==> src/common/mtlb_pkg.sv <==
// Operation
// - keep identification string, 15 characters, readable
// - identification reached only through serial commands; the code maps it as AHB registers at offsets 0x20 to 0x2C
// - balancing off after reset
// - four-tap quarters merged at frame centre
// - balancing off uses manual gain, offset
// - reference target level, reset 160
// - continuous mode steers gain every frame
// - continuous leaves offset; one-shot offset used
// - continuous active only while config bit 12
// - continuous mode ignores one-shot gain
// - one-shot values applied only with bit 11
// - one-shot values measured after acquire command
// - offset acquire closes shutter, steers dark level
// - offset acquire stops after count, latches
// - gain acquire steers right gain to left
// - gain acquire stops after count, latches
// - clear command resets one-shot gain, offset
// - four-port mode reads all four taps
// - two-port mode reads right and left
// - single-port mode reads one tap only
`default_nettype none
package mtlb_pkg;
  // register byte offsets
  localparam logic [7:0] OFS_CONFIG = 8'h00;
  localparam logic [7:0] OFS_COMMAND = 8'h04;
  localparam logic [7:0] OFS_STATUS = 8'h08;
  localparam logic [7:0] OFS_MAN_GAIN = 8'h0C;
  localparam logic [7:0] OFS_MAN_OFFSET = 8'h10;
  localparam logic [7:0] OFS_REF_LEVEL = 8'h14;
  localparam logic [7:0] OFS_ACT_GAIN = 8'h18;
  localparam logic [7:0] OFS_ACT_OFFSET = 8'h1C;
  localparam logic [7:0] OFS_ID_BASE = 8'h20;
  localparam logic [7:0] OFS_ID_LAST = 8'h2C;
  // field positions
  localparam int CFG_CONT_BIT = 12;
  localparam int CFG_ONESHOT_BIT = 11;
  localparam int CMD_ACQ_OFFSET_BIT = 0;
  localparam int CMD_ACQ_GAIN_BIT = 1;
  localparam int CMD_CLEAR_BIT = 2;
  localparam int ID_CHARS = 15;
  // reset values
  localparam logic [1:0] TAP_SINGLE = 2'h0;
  localparam logic [1:0] TAP_DUAL = 2'h1;
  localparam logic [1:0] TAP_QUAD = 2'h2;
  localparam logic [31:0] CONFIG_RESET = 32'h0000_0002;
  localparam logic [7:0] REF_LEVEL_RESET = 8'hA0;
  localparam logic [7:0] GAIN_UNITY = 8'h80;
  localparam logic [7:0] OFFSET_ZERO = 8'h00;
  localparam logic [7:0] DARK_LEVEL = 8'h10;
  // frame counts
  localparam logic [3:0] ACQ_FRAMES = 4'h8;
  typedef enum logic [1:0] {
    ACQ_IDLE = 2'b00,
    ACQ_OFFSET = 2'b01,
    ACQ_GAIN = 2'b10
  } mtlb_acq_t;
  typedef struct packed {
    logic [7:0] right;
    logic [7:0] left;
    logic [7:0] upper;
    logic [7:0] lower;
  } mtlb_taps_t;
  typedef struct packed {
    logic [7:0] right;
    logic [7:0] left;
  } mtlb_pair_t;
endpackage
`default_nettype wire

==> src/verilog/mtlb_core.sv <==
`default_nettype none
module mtlb_core (
  input wire logic hclk,
  input wire logic hresetn,
  input wire logic hsel,
  input wire logic [31:0] haddr,
  input wire logic [1:0] htrans,
  input wire logic hwrite,
  input wire logic [2:0] hsize,
  input wire logic [31:0] hwdata,
  input wire logic hready,
  output logic [31:0] hrdata,
  output logic hreadyout,
  output logic hresp,
  input wire mtlb_pkg::mtlb_taps_t tap_in,
  input wire logic tap_valid,
  input wire logic frame_start,
  output mtlb_pkg::mtlb_taps_t pix_out,
  output logic pix_valid,
  output logic [1:0] pix_taps,
  output logic shutter_close
);
  import mtlb_pkg::*;

  //////////////////////////////////////////////////////////////////////////
  // pin synchronisers
  mtlb_taps_t tap_s1, tap_s2;
  logic valid_s1, valid_s2, fs_s1, fs_s2, fs_prev;
  logic frame_edge, eval;

  always_ff @(posedge hclk or negedge hresetn) begin
    if (!hresetn) begin
      tap_s1 <= '0;
      tap_s2 <= '0;
      valid_s1 <= 1'b0;
      valid_s2 <= 1'b0;
      fs_s1 <= 1'b0;
      fs_s2 <= 1'b0;
      fs_prev <= 1'b0;
      eval <= 1'b0;
    end else begin
      tap_s1 <= tap_in;
      tap_s2 <= tap_s1;
      valid_s1 <= tap_valid;
      valid_s2 <= valid_s1;
      fs_s1 <= frame_start;
      fs_s2 <= fs_s1;
      fs_prev <= fs_s2;
      eval <= frame_edge;
    end
  end

  assign frame_edge = fs_s2 & ~fs_prev;

  //////////////////////////////////////////////////////////////////////////
  // register file over AHB-Lite
  logic [31:0] config_reg;
  mtlb_pair_t man_gain, man_offset;
  logic [7:0] ref_level;
  logic [7:0] id_mem [0:ID_CHARS-1];
  logic wr_pend;
  logic [7:0] wr_addr;
  logic addr_ok;
  logic cmd_offset, cmd_gain, cmd_clear;
  mtlb_pair_t act_gain, act_offset;
  mtlb_acq_t acq_state;
  logic [3:0] acq_frames;

  assign addr_ok = hsel & hready & htrans[1];

  always_ff @(posedge hclk or negedge hresetn) begin
    if (!hresetn) begin
      wr_pend <= 1'b0;
      wr_addr <= 8'h00;
      hreadyout <= 1'b1;
      hresp <= 1'b0;
    end else begin
      wr_pend <= addr_ok & hwrite;
      wr_addr <= haddr[7:0];
      // zero wait states, always OKAY
      hreadyout <= 1'b1;
      hresp <= 1'b0;
    end
  end

  always_ff @(posedge hclk or negedge hresetn) begin
    if (!hresetn) begin
      config_reg <= CONFIG_RESET;
      man_gain <= {GAIN_UNITY, GAIN_UNITY};
      man_offset <= {OFFSET_ZERO, OFFSET_ZERO};
      ref_level <= REF_LEVEL_RESET;
    end else if (wr_pend) begin
      if (wr_addr == OFS_CONFIG) begin
        config_reg <= hwdata;
      end else if (wr_addr == OFS_MAN_GAIN) begin
        man_gain <= hwdata[15:0];
      end else if (wr_addr == OFS_MAN_OFFSET) begin
        man_offset <= hwdata[15:0];
      end else if (wr_addr == OFS_REF_LEVEL) begin
        ref_level <= hwdata[7:0];
      end
    end
  end

  // identification string, byte 0 in low lane of first word
  always_ff @(posedge hclk or negedge hresetn) begin
    if (!hresetn) begin
      for (int i = 0; i < ID_CHARS; i++) begin
        id_mem[i] <= 8'h00;
      end
    end else if (wr_pend && wr_addr >= OFS_ID_BASE &&
                 wr_addr <= OFS_ID_LAST) begin
      for (int i = 0; i < ID_CHARS; i++) begin
        if (i / 4 == int'(wr_addr[3:2])) begin
          id_mem[i] <= hwdata[(i % 4) * 8 +: 8];
        end
      end
    end
  end

  // command strobes, one cycle
  always_ff @(posedge hclk or negedge hresetn) begin
    if (!hresetn) begin
      cmd_offset <= 1'b0;
      cmd_gain <= 1'b0;
      cmd_clear <= 1'b0;
    end else begin
      cmd_offset <= wr_pend && wr_addr == OFS_COMMAND &&
                    hwdata[CMD_ACQ_OFFSET_BIT];
      cmd_gain <= wr_pend && wr_addr == OFS_COMMAND &&
                  hwdata[CMD_ACQ_GAIN_BIT];
      cmd_clear <= wr_pend && wr_addr == OFS_COMMAND &&
                   hwdata[CMD_CLEAR_BIT];
    end
  end

  logic [31:0] next_rdata;
  always_comb begin
    next_rdata = 32'h0000_0000;
    if (haddr[7:0] == OFS_CONFIG) begin
      next_rdata = config_reg;
    end else if (haddr[7:0] == OFS_STATUS) begin
      next_rdata = {24'h00_0000, acq_frames, shutter_close, 1'b0,
                    acq_state};
    end else if (haddr[7:0] == OFS_MAN_GAIN) begin
      next_rdata = {16'h0000, man_gain};
    end else if (haddr[7:0] == OFS_MAN_OFFSET) begin
      next_rdata = {16'h0000, man_offset};
    end else if (haddr[7:0] == OFS_REF_LEVEL) begin
      next_rdata = {24'h00_0000, ref_level};
    end else if (haddr[7:0] == OFS_ACT_GAIN) begin
      next_rdata = {16'h0000, act_gain};
    end else if (haddr[7:0] == OFS_ACT_OFFSET) begin
      next_rdata = {16'h0000, act_offset};
    end else if (haddr[7:0] >= OFS_ID_BASE &&
                 haddr[7:0] <= OFS_ID_LAST) begin
      for (int i = 0; i < ID_CHARS; i++) begin
        if (i / 4 == int'(haddr[3:2])) begin
          next_rdata[(i % 4) * 8 +: 8] = id_mem[i];
        end
      end
    end
  end

  always_ff @(posedge hclk or negedge hresetn) begin
    if (!hresetn) begin
      hrdata <= 32'h0000_0000;
    end else if (addr_ok && !hwrite) begin
      hrdata <= next_rdata;
    end
  end

  //////////////////////////////////////////////////////////////////////////
  // gain and offset selection
  logic cont_on, shot_on;
  mtlb_pair_t cont_gain, shot_gain, shot_offset;
  mtlb_pair_t work_gain, work_offset;

  assign cont_on = config_reg[CFG_CONT_BIT];
  assign shot_on = config_reg[CFG_ONESHOT_BIT];

  always_comb begin
    if (acq_state == ACQ_GAIN) begin
      act_gain = {work_gain.right, man_gain.left};
    end else if (cont_on) begin
      act_gain = cont_gain;
    end else if (shot_on) begin
      act_gain = shot_gain;
    end else begin
      act_gain = man_gain;
    end
    if (acq_state == ACQ_OFFSET) begin
      act_offset = work_offset;
    end else if (shot_on) begin
      act_offset = shot_offset;
    end else begin
      act_offset = man_offset;
    end
  end

  //////////////////////////////////////////////////////////////////////////
  // correction datapath; upper pairs with right, lower with left
  function automatic logic [7:0] mtlb_corr(input logic [7:0] pix,
                                          input logic [7:0] gain,
                                          input logic [7:0] offs);
    logic [15:0] prod;
    logic signed [10:0] sum;
    prod = pix * gain;
    sum = signed'({2'h0, prod[15:7]}) + 11'(signed'(offs));
    if (sum < 0) begin
      return 8'h00;
    end else if (sum > 11'sh0FF) begin
      return 8'hFF;
    end
    return sum[7:0];
  endfunction

  logic use_lr, use_ud;
  assign use_lr = config_reg[1:0] != TAP_SINGLE;
  assign use_ud = config_reg[1:0] == TAP_QUAD;

  always_ff @(posedge hclk or negedge hresetn) begin
    if (!hresetn) begin
      pix_out <= '0;
      pix_valid <= 1'b0;
      pix_taps <= TAP_QUAD;
    end else begin
      pix_valid <= valid_s2;
      pix_taps <= config_reg[1:0];
      pix_out.right <= mtlb_corr(tap_s2.right, act_gain.right,
                                 act_offset.right);
      // downstream places quarters so they meet at the centre
      pix_out.left <= use_lr ? mtlb_corr(tap_s2.left, act_gain.left,
                                         act_offset.left) : 8'h00;
      pix_out.upper <= use_ud ? mtlb_corr(tap_s2.upper, act_gain.right,
                                          act_offset.right) : 8'h00;
      pix_out.lower <= use_ud ? mtlb_corr(tap_s2.lower, act_gain.left,
                                          act_offset.left) : 8'h00;
    end
  end

  //////////////////////////////////////////////////////////////////////////
  // per-frame level measurement on corrected right and left
  logic [27:0] sum_r, sum_l, frame_sum_r, frame_sum_l;
  logic [19:0] pix_cnt, frame_cnt;
  logic meas_ok;

  always_ff @(posedge hclk or negedge hresetn) begin
    if (!hresetn) begin
      sum_r <= 28'h000_0000;
      sum_l <= 28'h000_0000;
      pix_cnt <= 20'h0_0000;
      frame_sum_r <= 28'h000_0000;
      frame_sum_l <= 28'h000_0000;
      frame_cnt <= 20'h0_0000;
    end else if (frame_edge) begin
      frame_sum_r <= sum_r;
      frame_sum_l <= sum_l;
      frame_cnt <= pix_cnt;
      sum_r <= 28'h000_0000;
      sum_l <= 28'h000_0000;
      pix_cnt <= 20'h0_0000;
    end else if (pix_valid && pix_cnt != 20'hF_FFFF) begin
      sum_r <= sum_r + 28'(pix_out.right);
      sum_l <= sum_l + 28'(pix_out.left);
      pix_cnt <= pix_cnt + 20'h0_0001;
    end
  end

  // results are used one cycle after the frame edge
  assign meas_ok = eval && frame_cnt != 20'h0_0000;

  logic [27:0] ref_total, dark_total;
  assign ref_total = ref_level * frame_cnt;
  assign dark_total = DARK_LEVEL * frame_cnt;

  function automatic logic [7:0] mtlb_step_u(input logic [7:0] v,
                                             input logic up,
                                             input logic down);
    if (up && v != 8'hFF) begin
      return v + 8'h01;
    end else if (down && v != 8'h01) begin
      return v - 8'h01;
    end
    return v;
  endfunction

  function automatic logic [7:0] mtlb_step_s(input logic [7:0] v,
                                             input logic up,
                                             input logic down);
    if (up && v != 8'h7F) begin
      return v + 8'h01;
    end else if (down && v != 8'h80) begin
      return v - 8'h01;
    end
    return v;
  endfunction

  //////////////////////////////////////////////////////////////////////////
  // continuous gain loop, frozen while mode bit is clear
  always_ff @(posedge hclk or negedge hresetn) begin
    if (!hresetn) begin
      cont_gain <= {GAIN_UNITY, GAIN_UNITY};
    end else if (cont_on && meas_ok) begin
      cont_gain.right <= mtlb_step_u(cont_gain.right,
                                     frame_sum_r < ref_total,
                                     frame_sum_r > ref_total);
      cont_gain.left <= mtlb_step_u(cont_gain.left,
                                    frame_sum_l < ref_total,
                                    frame_sum_l > ref_total);
    end
  end

  //////////////////////////////////////////////////////////////////////////
  // one-shot acquisition; a new acquire command is ignored while one runs
  always_ff @(posedge hclk or negedge hresetn) begin
    if (!hresetn) begin
      acq_state <= ACQ_IDLE;
      acq_frames <= 4'h0;
      shutter_close <= 1'b0;
      work_gain <= {GAIN_UNITY, GAIN_UNITY};
      work_offset <= {OFFSET_ZERO, OFFSET_ZERO};
    end else begin
      case (acq_state)
        ACQ_IDLE: begin
          acq_frames <= 4'h0;
          if (cmd_offset) begin
            acq_state <= ACQ_OFFSET;
            shutter_close <= 1'b1;
            work_offset <= shot_offset;
          end else if (cmd_gain) begin
            acq_state <= ACQ_GAIN;
            work_gain <= {shot_gain.right, man_gain.left};
          end
        end
        ACQ_OFFSET: begin
          if (meas_ok) begin
            work_offset.right <= mtlb_step_s(work_offset.right,
                                             frame_sum_r < dark_total,
                                             frame_sum_r > dark_total);
            work_offset.left <= mtlb_step_s(work_offset.left,
                                            frame_sum_l < dark_total,
                                            frame_sum_l > dark_total);
            acq_frames <= acq_frames + 4'h1;
            if (acq_frames == ACQ_FRAMES - 4'h1) begin
              acq_state <= ACQ_IDLE;
              shutter_close <= 1'b0;
            end
          end
        end
        ACQ_GAIN: begin
          if (meas_ok) begin
            work_gain.right <= mtlb_step_u(work_gain.right,
                                           frame_sum_r < frame_sum_l,
                                           frame_sum_r > frame_sum_l);
            acq_frames <= acq_frames + 4'h1;
            if (acq_frames == ACQ_FRAMES - 4'h1) begin
              acq_state <= ACQ_IDLE;
            end
          end
        end
        default: begin
          acq_state <= ACQ_IDLE;
          shutter_close <= 1'b0;
        end
      endcase
    end
  end

  logic acq_last;
  assign acq_last = meas_ok && acq_frames == ACQ_FRAMES - 4'h1;

  // latched results; clear wins over a latch in the same cycle
  always_ff @(posedge hclk or negedge hresetn) begin
    if (!hresetn) begin
      shot_gain <= {GAIN_UNITY, GAIN_UNITY};
      shot_offset <= {OFFSET_ZERO, OFFSET_ZERO};
    end else if (cmd_clear) begin
      shot_gain <= {GAIN_UNITY, GAIN_UNITY};
      shot_offset <= {OFFSET_ZERO, OFFSET_ZERO};
    end else if (acq_last && acq_state == ACQ_OFFSET) begin
      shot_offset.right <= mtlb_step_s(work_offset.right,
                                       frame_sum_r < dark_total,
                                       frame_sum_r > dark_total);
      shot_offset.left <= mtlb_step_s(work_offset.left,
                                      frame_sum_l < dark_total,
                                      frame_sum_l > dark_total);
    end else if (acq_last && acq_state == ACQ_GAIN) begin
      shot_gain.right <= mtlb_step_u(work_gain.right,
                                     frame_sum_r < frame_sum_l,
                                     frame_sum_r > frame_sum_l);
    end
  end
endmodule
`default_nettype wire

==> config.mk <==
export PLATFORM = sky130hd
export DESIGN_NAME = mtlb_core
export DESIGN_NICKNAME = d
export VERILOG_FILES = /design/src/common/mtlb_pkg.sv /design/src/verilog/mtlb_core.sv
export SDC_FILE = /design/constraint.sdc
export NUM_CORES = 2
export LEC_CHECK = 0
export BUFFER_PORTS_ARGS = -buffer_cell sky130_fd_sc_hd__buf_2
export CAP_MARGIN = 5
export CORE_MARGIN = 2
export CORE_UTILIZATION = 30
export CTS_CLUSTER_SIZE = 28
export DETAILED_ROUTE_END_ITERATION = 6
export PLACE_DENSITY = 0.54
export SETUP_SLACK_MARGIN = 0.05
export SYNTH_ARGS = -nofsm -noshare
export SYNTH_HDL_FRONTEND = slang
export SYNTH_SLANG_ARGS = --single-unit
==> constraint.sdc <==
create_clock -name hclk -period 14.9 [get_ports hclk]
set_input_delay 2.235 -clock hclk [delete_from_list [all_inputs] [get_ports hclk]]
set_output_delay 2.235 -clock hclk [all_outputs]
set_load 0.01 [all_outputs]
==> results_dict.tcl <==
set metrics [dict create \
    grt.overflow.total 0 \
    synth_nets 4998 \
    worstHoldPathCells 0 \
    clock_sinks 564 \
    synthTopCellsByArea "dfrtp_1 33%, fa_1 12%, ha_1 11%, mux2_2 5.4%, nand2_1 3.9%" \
    drc 0 \
    tightest_slew_ns 1.250 \
    post-dp-hpwl_microns 85540 \
    antenna_found_initial 12 \
    critical_path_arrival_ns 9.33 \
    r2r_setup_slack_ns 6.09 \
    r2r-end "cont_gain[13]$_DFFE_PN0P_" \
    vias_per_cell 4.914 \
    netlist.area_leader.share 0.3257 \
    fillCellCount 14597 \
    fin_ws_ns 6.094 \
    reg2reg_from "ref_level[4]$_DFFE_PN0P_" \
    finClkSkew_ns 0.05172 \
    critPathKind "flop to flop" \
    core_sq_mm 0.1412 \
    hold_path_end "tap_s2[11]$_DFF_PN0_" \
    wl_per_cell_microns 18.23 \
    fmax_mhz 113.6 \
    synth.yosys.warnings 0 \
    drive_gt1_frac 0.1375 \
    final_net_count 5101 \
    cts_setup_buffers 0 \
    reg2reg_depth 24 \
    grt_first_pass_wirelength_microns 183600 \
    ys_async_sr_fraction 1.000 \
    wirelength_microns 114800 \
    slew_headroom 0.1576 \
    initialDrtViolationCount 1997 \
    regMostFlops "id_mem" \
    status "complete, no violations" \
    postSynthAreaPerCell_sq_um 10.02 \
    syn_area_sq_mm 0.04256 \
    gp_congestion 0.8283 \
    rsz0062_at_grt "no" \
    root_buffer "clkbuf_16" \
    max-cap-violations 0 \
    htreeDepth 3 \
    finalSetupViolCount 0 \
    hold_viol_final 0 \
    cts_hold_buf 0 \
    synth_seq_area_share 0.3319 \
    cp.required_ns 15.43 \
    p_per_area_mw_per_mm2 142.8 \
    min_path_type "flop to flop" \
    syn2layout_area_growth_pct 12.31 \
    layout_common_cells "554 x dfrtp_1, 442 x nand2_1, 409 x inv_1" \
    yosys.area.top_type "dfrtp_1" \
    postRouteAntennaNets 0 \
    synth_cell_type_count 114 \
    cts_tree "built" \
    final_common_cell "dfrtp_1" \
    cts_buffer_depth 3 \
    synth_ff_type "dfrtp_1" \
    grt_start_max_net_pins 165 \
    end_kind "flop" \
    p_leak_uw 0.02330 \
    clk_pin_slew_ns 0.06 \
    die_h_microns 380.7 \
    hold_slack_ns 0.3455 \
    port_buffers 147 \
    grt_use_total 0.1596 \
    final-max-slew-violation-count 0 \
    vias 30955 \
    post_cts_resize_count 0 \
    fin_crit_ns 8.806 \
    firstDrtPassIters 5 \
    cp-start-kind "flop" \
    initial_core_util 0.3013 \
    peakVddDrop_v 0.0001396 \
    pin_count 178 \
    setup_tns_ns 0 \
    hp-start "tap_s1[11]$_DFF_PN0_" \
    path_max_fanout 22 \
    die_w_microns 380.7 \
    die_area_sq_mm 0.1449 \
    period_share 0.5910 \
    numCtsBuffers 67 \
    grt_pass1_vias 31579 \
    rows 138 \
    dp_worst_setup_slack_ns 6.008 \
    synth_seq_cells 564 \
    clock_latency_ns 0.67 \
    synth_edf_count 0 \
    syn-instance-count 4248 \
    largest_reg_flops 120 \
]
area by class of cell:
| class | count | area [sq um] | share of cell area |
|---|---|---|---|
| inverter | 412 | 1551 | 0.03246 |
| clock inverter | 30 | 436.7 | 0.009135 |
| clock buffer | 94 | 1898 | 0.03971 |
| multi-input combinational | 3105 | 26250 | 0.5492 |
| sequential | 564 | 14130 | 0.2955 |
| timing repair buffer | 201 | 1166 | 0.02439 |
| tap | 1890 | 2365 | 0.04947 |
| antenna | 3 | 7.507 | 0.0001570 |
critical path, stage by stage, from the launching register on:
cell	delay, ns
dfrtp_1	1.00
nand2_1	0.19
fa_1	0.52
fa_1	0.55
inv_1	0.05
fa_1	0.48
fa_1	0.50
ha_1	0.26
or3_1	0.38
o2111ai_1	0.32
a31oi_1	0.21
o31ai_1	0.67
o211ai_1	0.25
a21o_1	0.20
a21oi_1	0.17
xor2_1	0.25
ha_1	0.29
a21o_1	0.16
a21oi_1	0.15
o21ai_0	0.28
a211oi_1	0.54
nand2_1	0.39
a21boi_2	0.47
o21ai_0	0.20
xnor2_1	0.17
metal layers:
layer  wire (microns)  track usage  up-vias
met5               57            0        -
met4             3536      0.04765       10
met3             5840      0.02950      158
met2            53650       0.2600      623
met1            51760       0.2153    15471
li1                 -            -    14693
logic make-up after synthesis:
logic type | count (synthesis) | synth area share
compound gates | 719 | 0.1131
xor+xnor | 178 | 0.03663
fa+ha+maj | 642 | 0.2339
buf+inv | 579 | 0.05236
flops | 564 | 0.3319
mux | 280 | 0.07805
other cells | 2 | 0.0001765
simple gates | 1284 | 0.1539
metrics by stage:
stage	util	instance area (sq um)	power [uW]	std cells
6_report	0.3384	47800	6826	6299
5_1_grt	0.3384	47800	7409	6297
4_1_cts	0.3384	47790	6915	6296
2_1_floorplan	-	42560	4299	4248
3_5_place_dp	0.3219	45460	5134	6172
3_3_place_gp	0.3219	45460	5096	6172
synth_stat cells (16+ instances only):
cell and instances:
a211oi_1 16, a21o_1 79, a21oi_1 161, a22oi_1 35
and2_1 154, and3_1 29, clkbuf_1 136, dfrtp_1 554
fa_1 256, ha_1 386, inv_1 410, mux2_2 204
mux2i_1 54, mux4_2 20, nand2_1 442, nand2b_1 37
nand3_1 54, nand4_1 43, nor2_1 194, nor2b_1 159
nor3_1 48, nor4_1 20, o211ai_1 16, o21a_1 34
o21ai_0 192, o21bai_1 19, xnor2_1 99, xor2_1 79
worst max-delay path by stage:
stage                               start                         to  slack [ns]  depth (start not counted)
2_1_floorplan  config_reg[11]$_DFFE_PN0P_      pix_out[13]$_DFF_PN0_        7.43                         30
3_3_place_gp     ref_level[6]$_DFFE_PN0P_  cont_gain[13]$_DFFE_PN0P_        6.02                         24
3_5_place_dp     ref_level[4]$_DFFE_PN0P_  cont_gain[11]$_DFFE_PN0P_        6.01                         24
4_1_cts          ref_level[4]$_DFFE_PN0P_  cont_gain[11]$_DFFE_PN0P_        5.94                         24
5_1_grt          ref_level[6]$_DFFE_PN0P_  cont_gain[11]$_DFFE_PN0P_        5.45                         24
6_report         ref_level[4]$_DFFE_PN0P_  cont_gain[13]$_DFFE_PN0P_        6.09                         24
power by group:
group          leakage (uW)  switching [uW]  internal (uW)
logic                0.0148            1860           1370
registers           0.00739             197           1670
clock network       0.00114             727            998
Power figures use the tool's default switching activity.
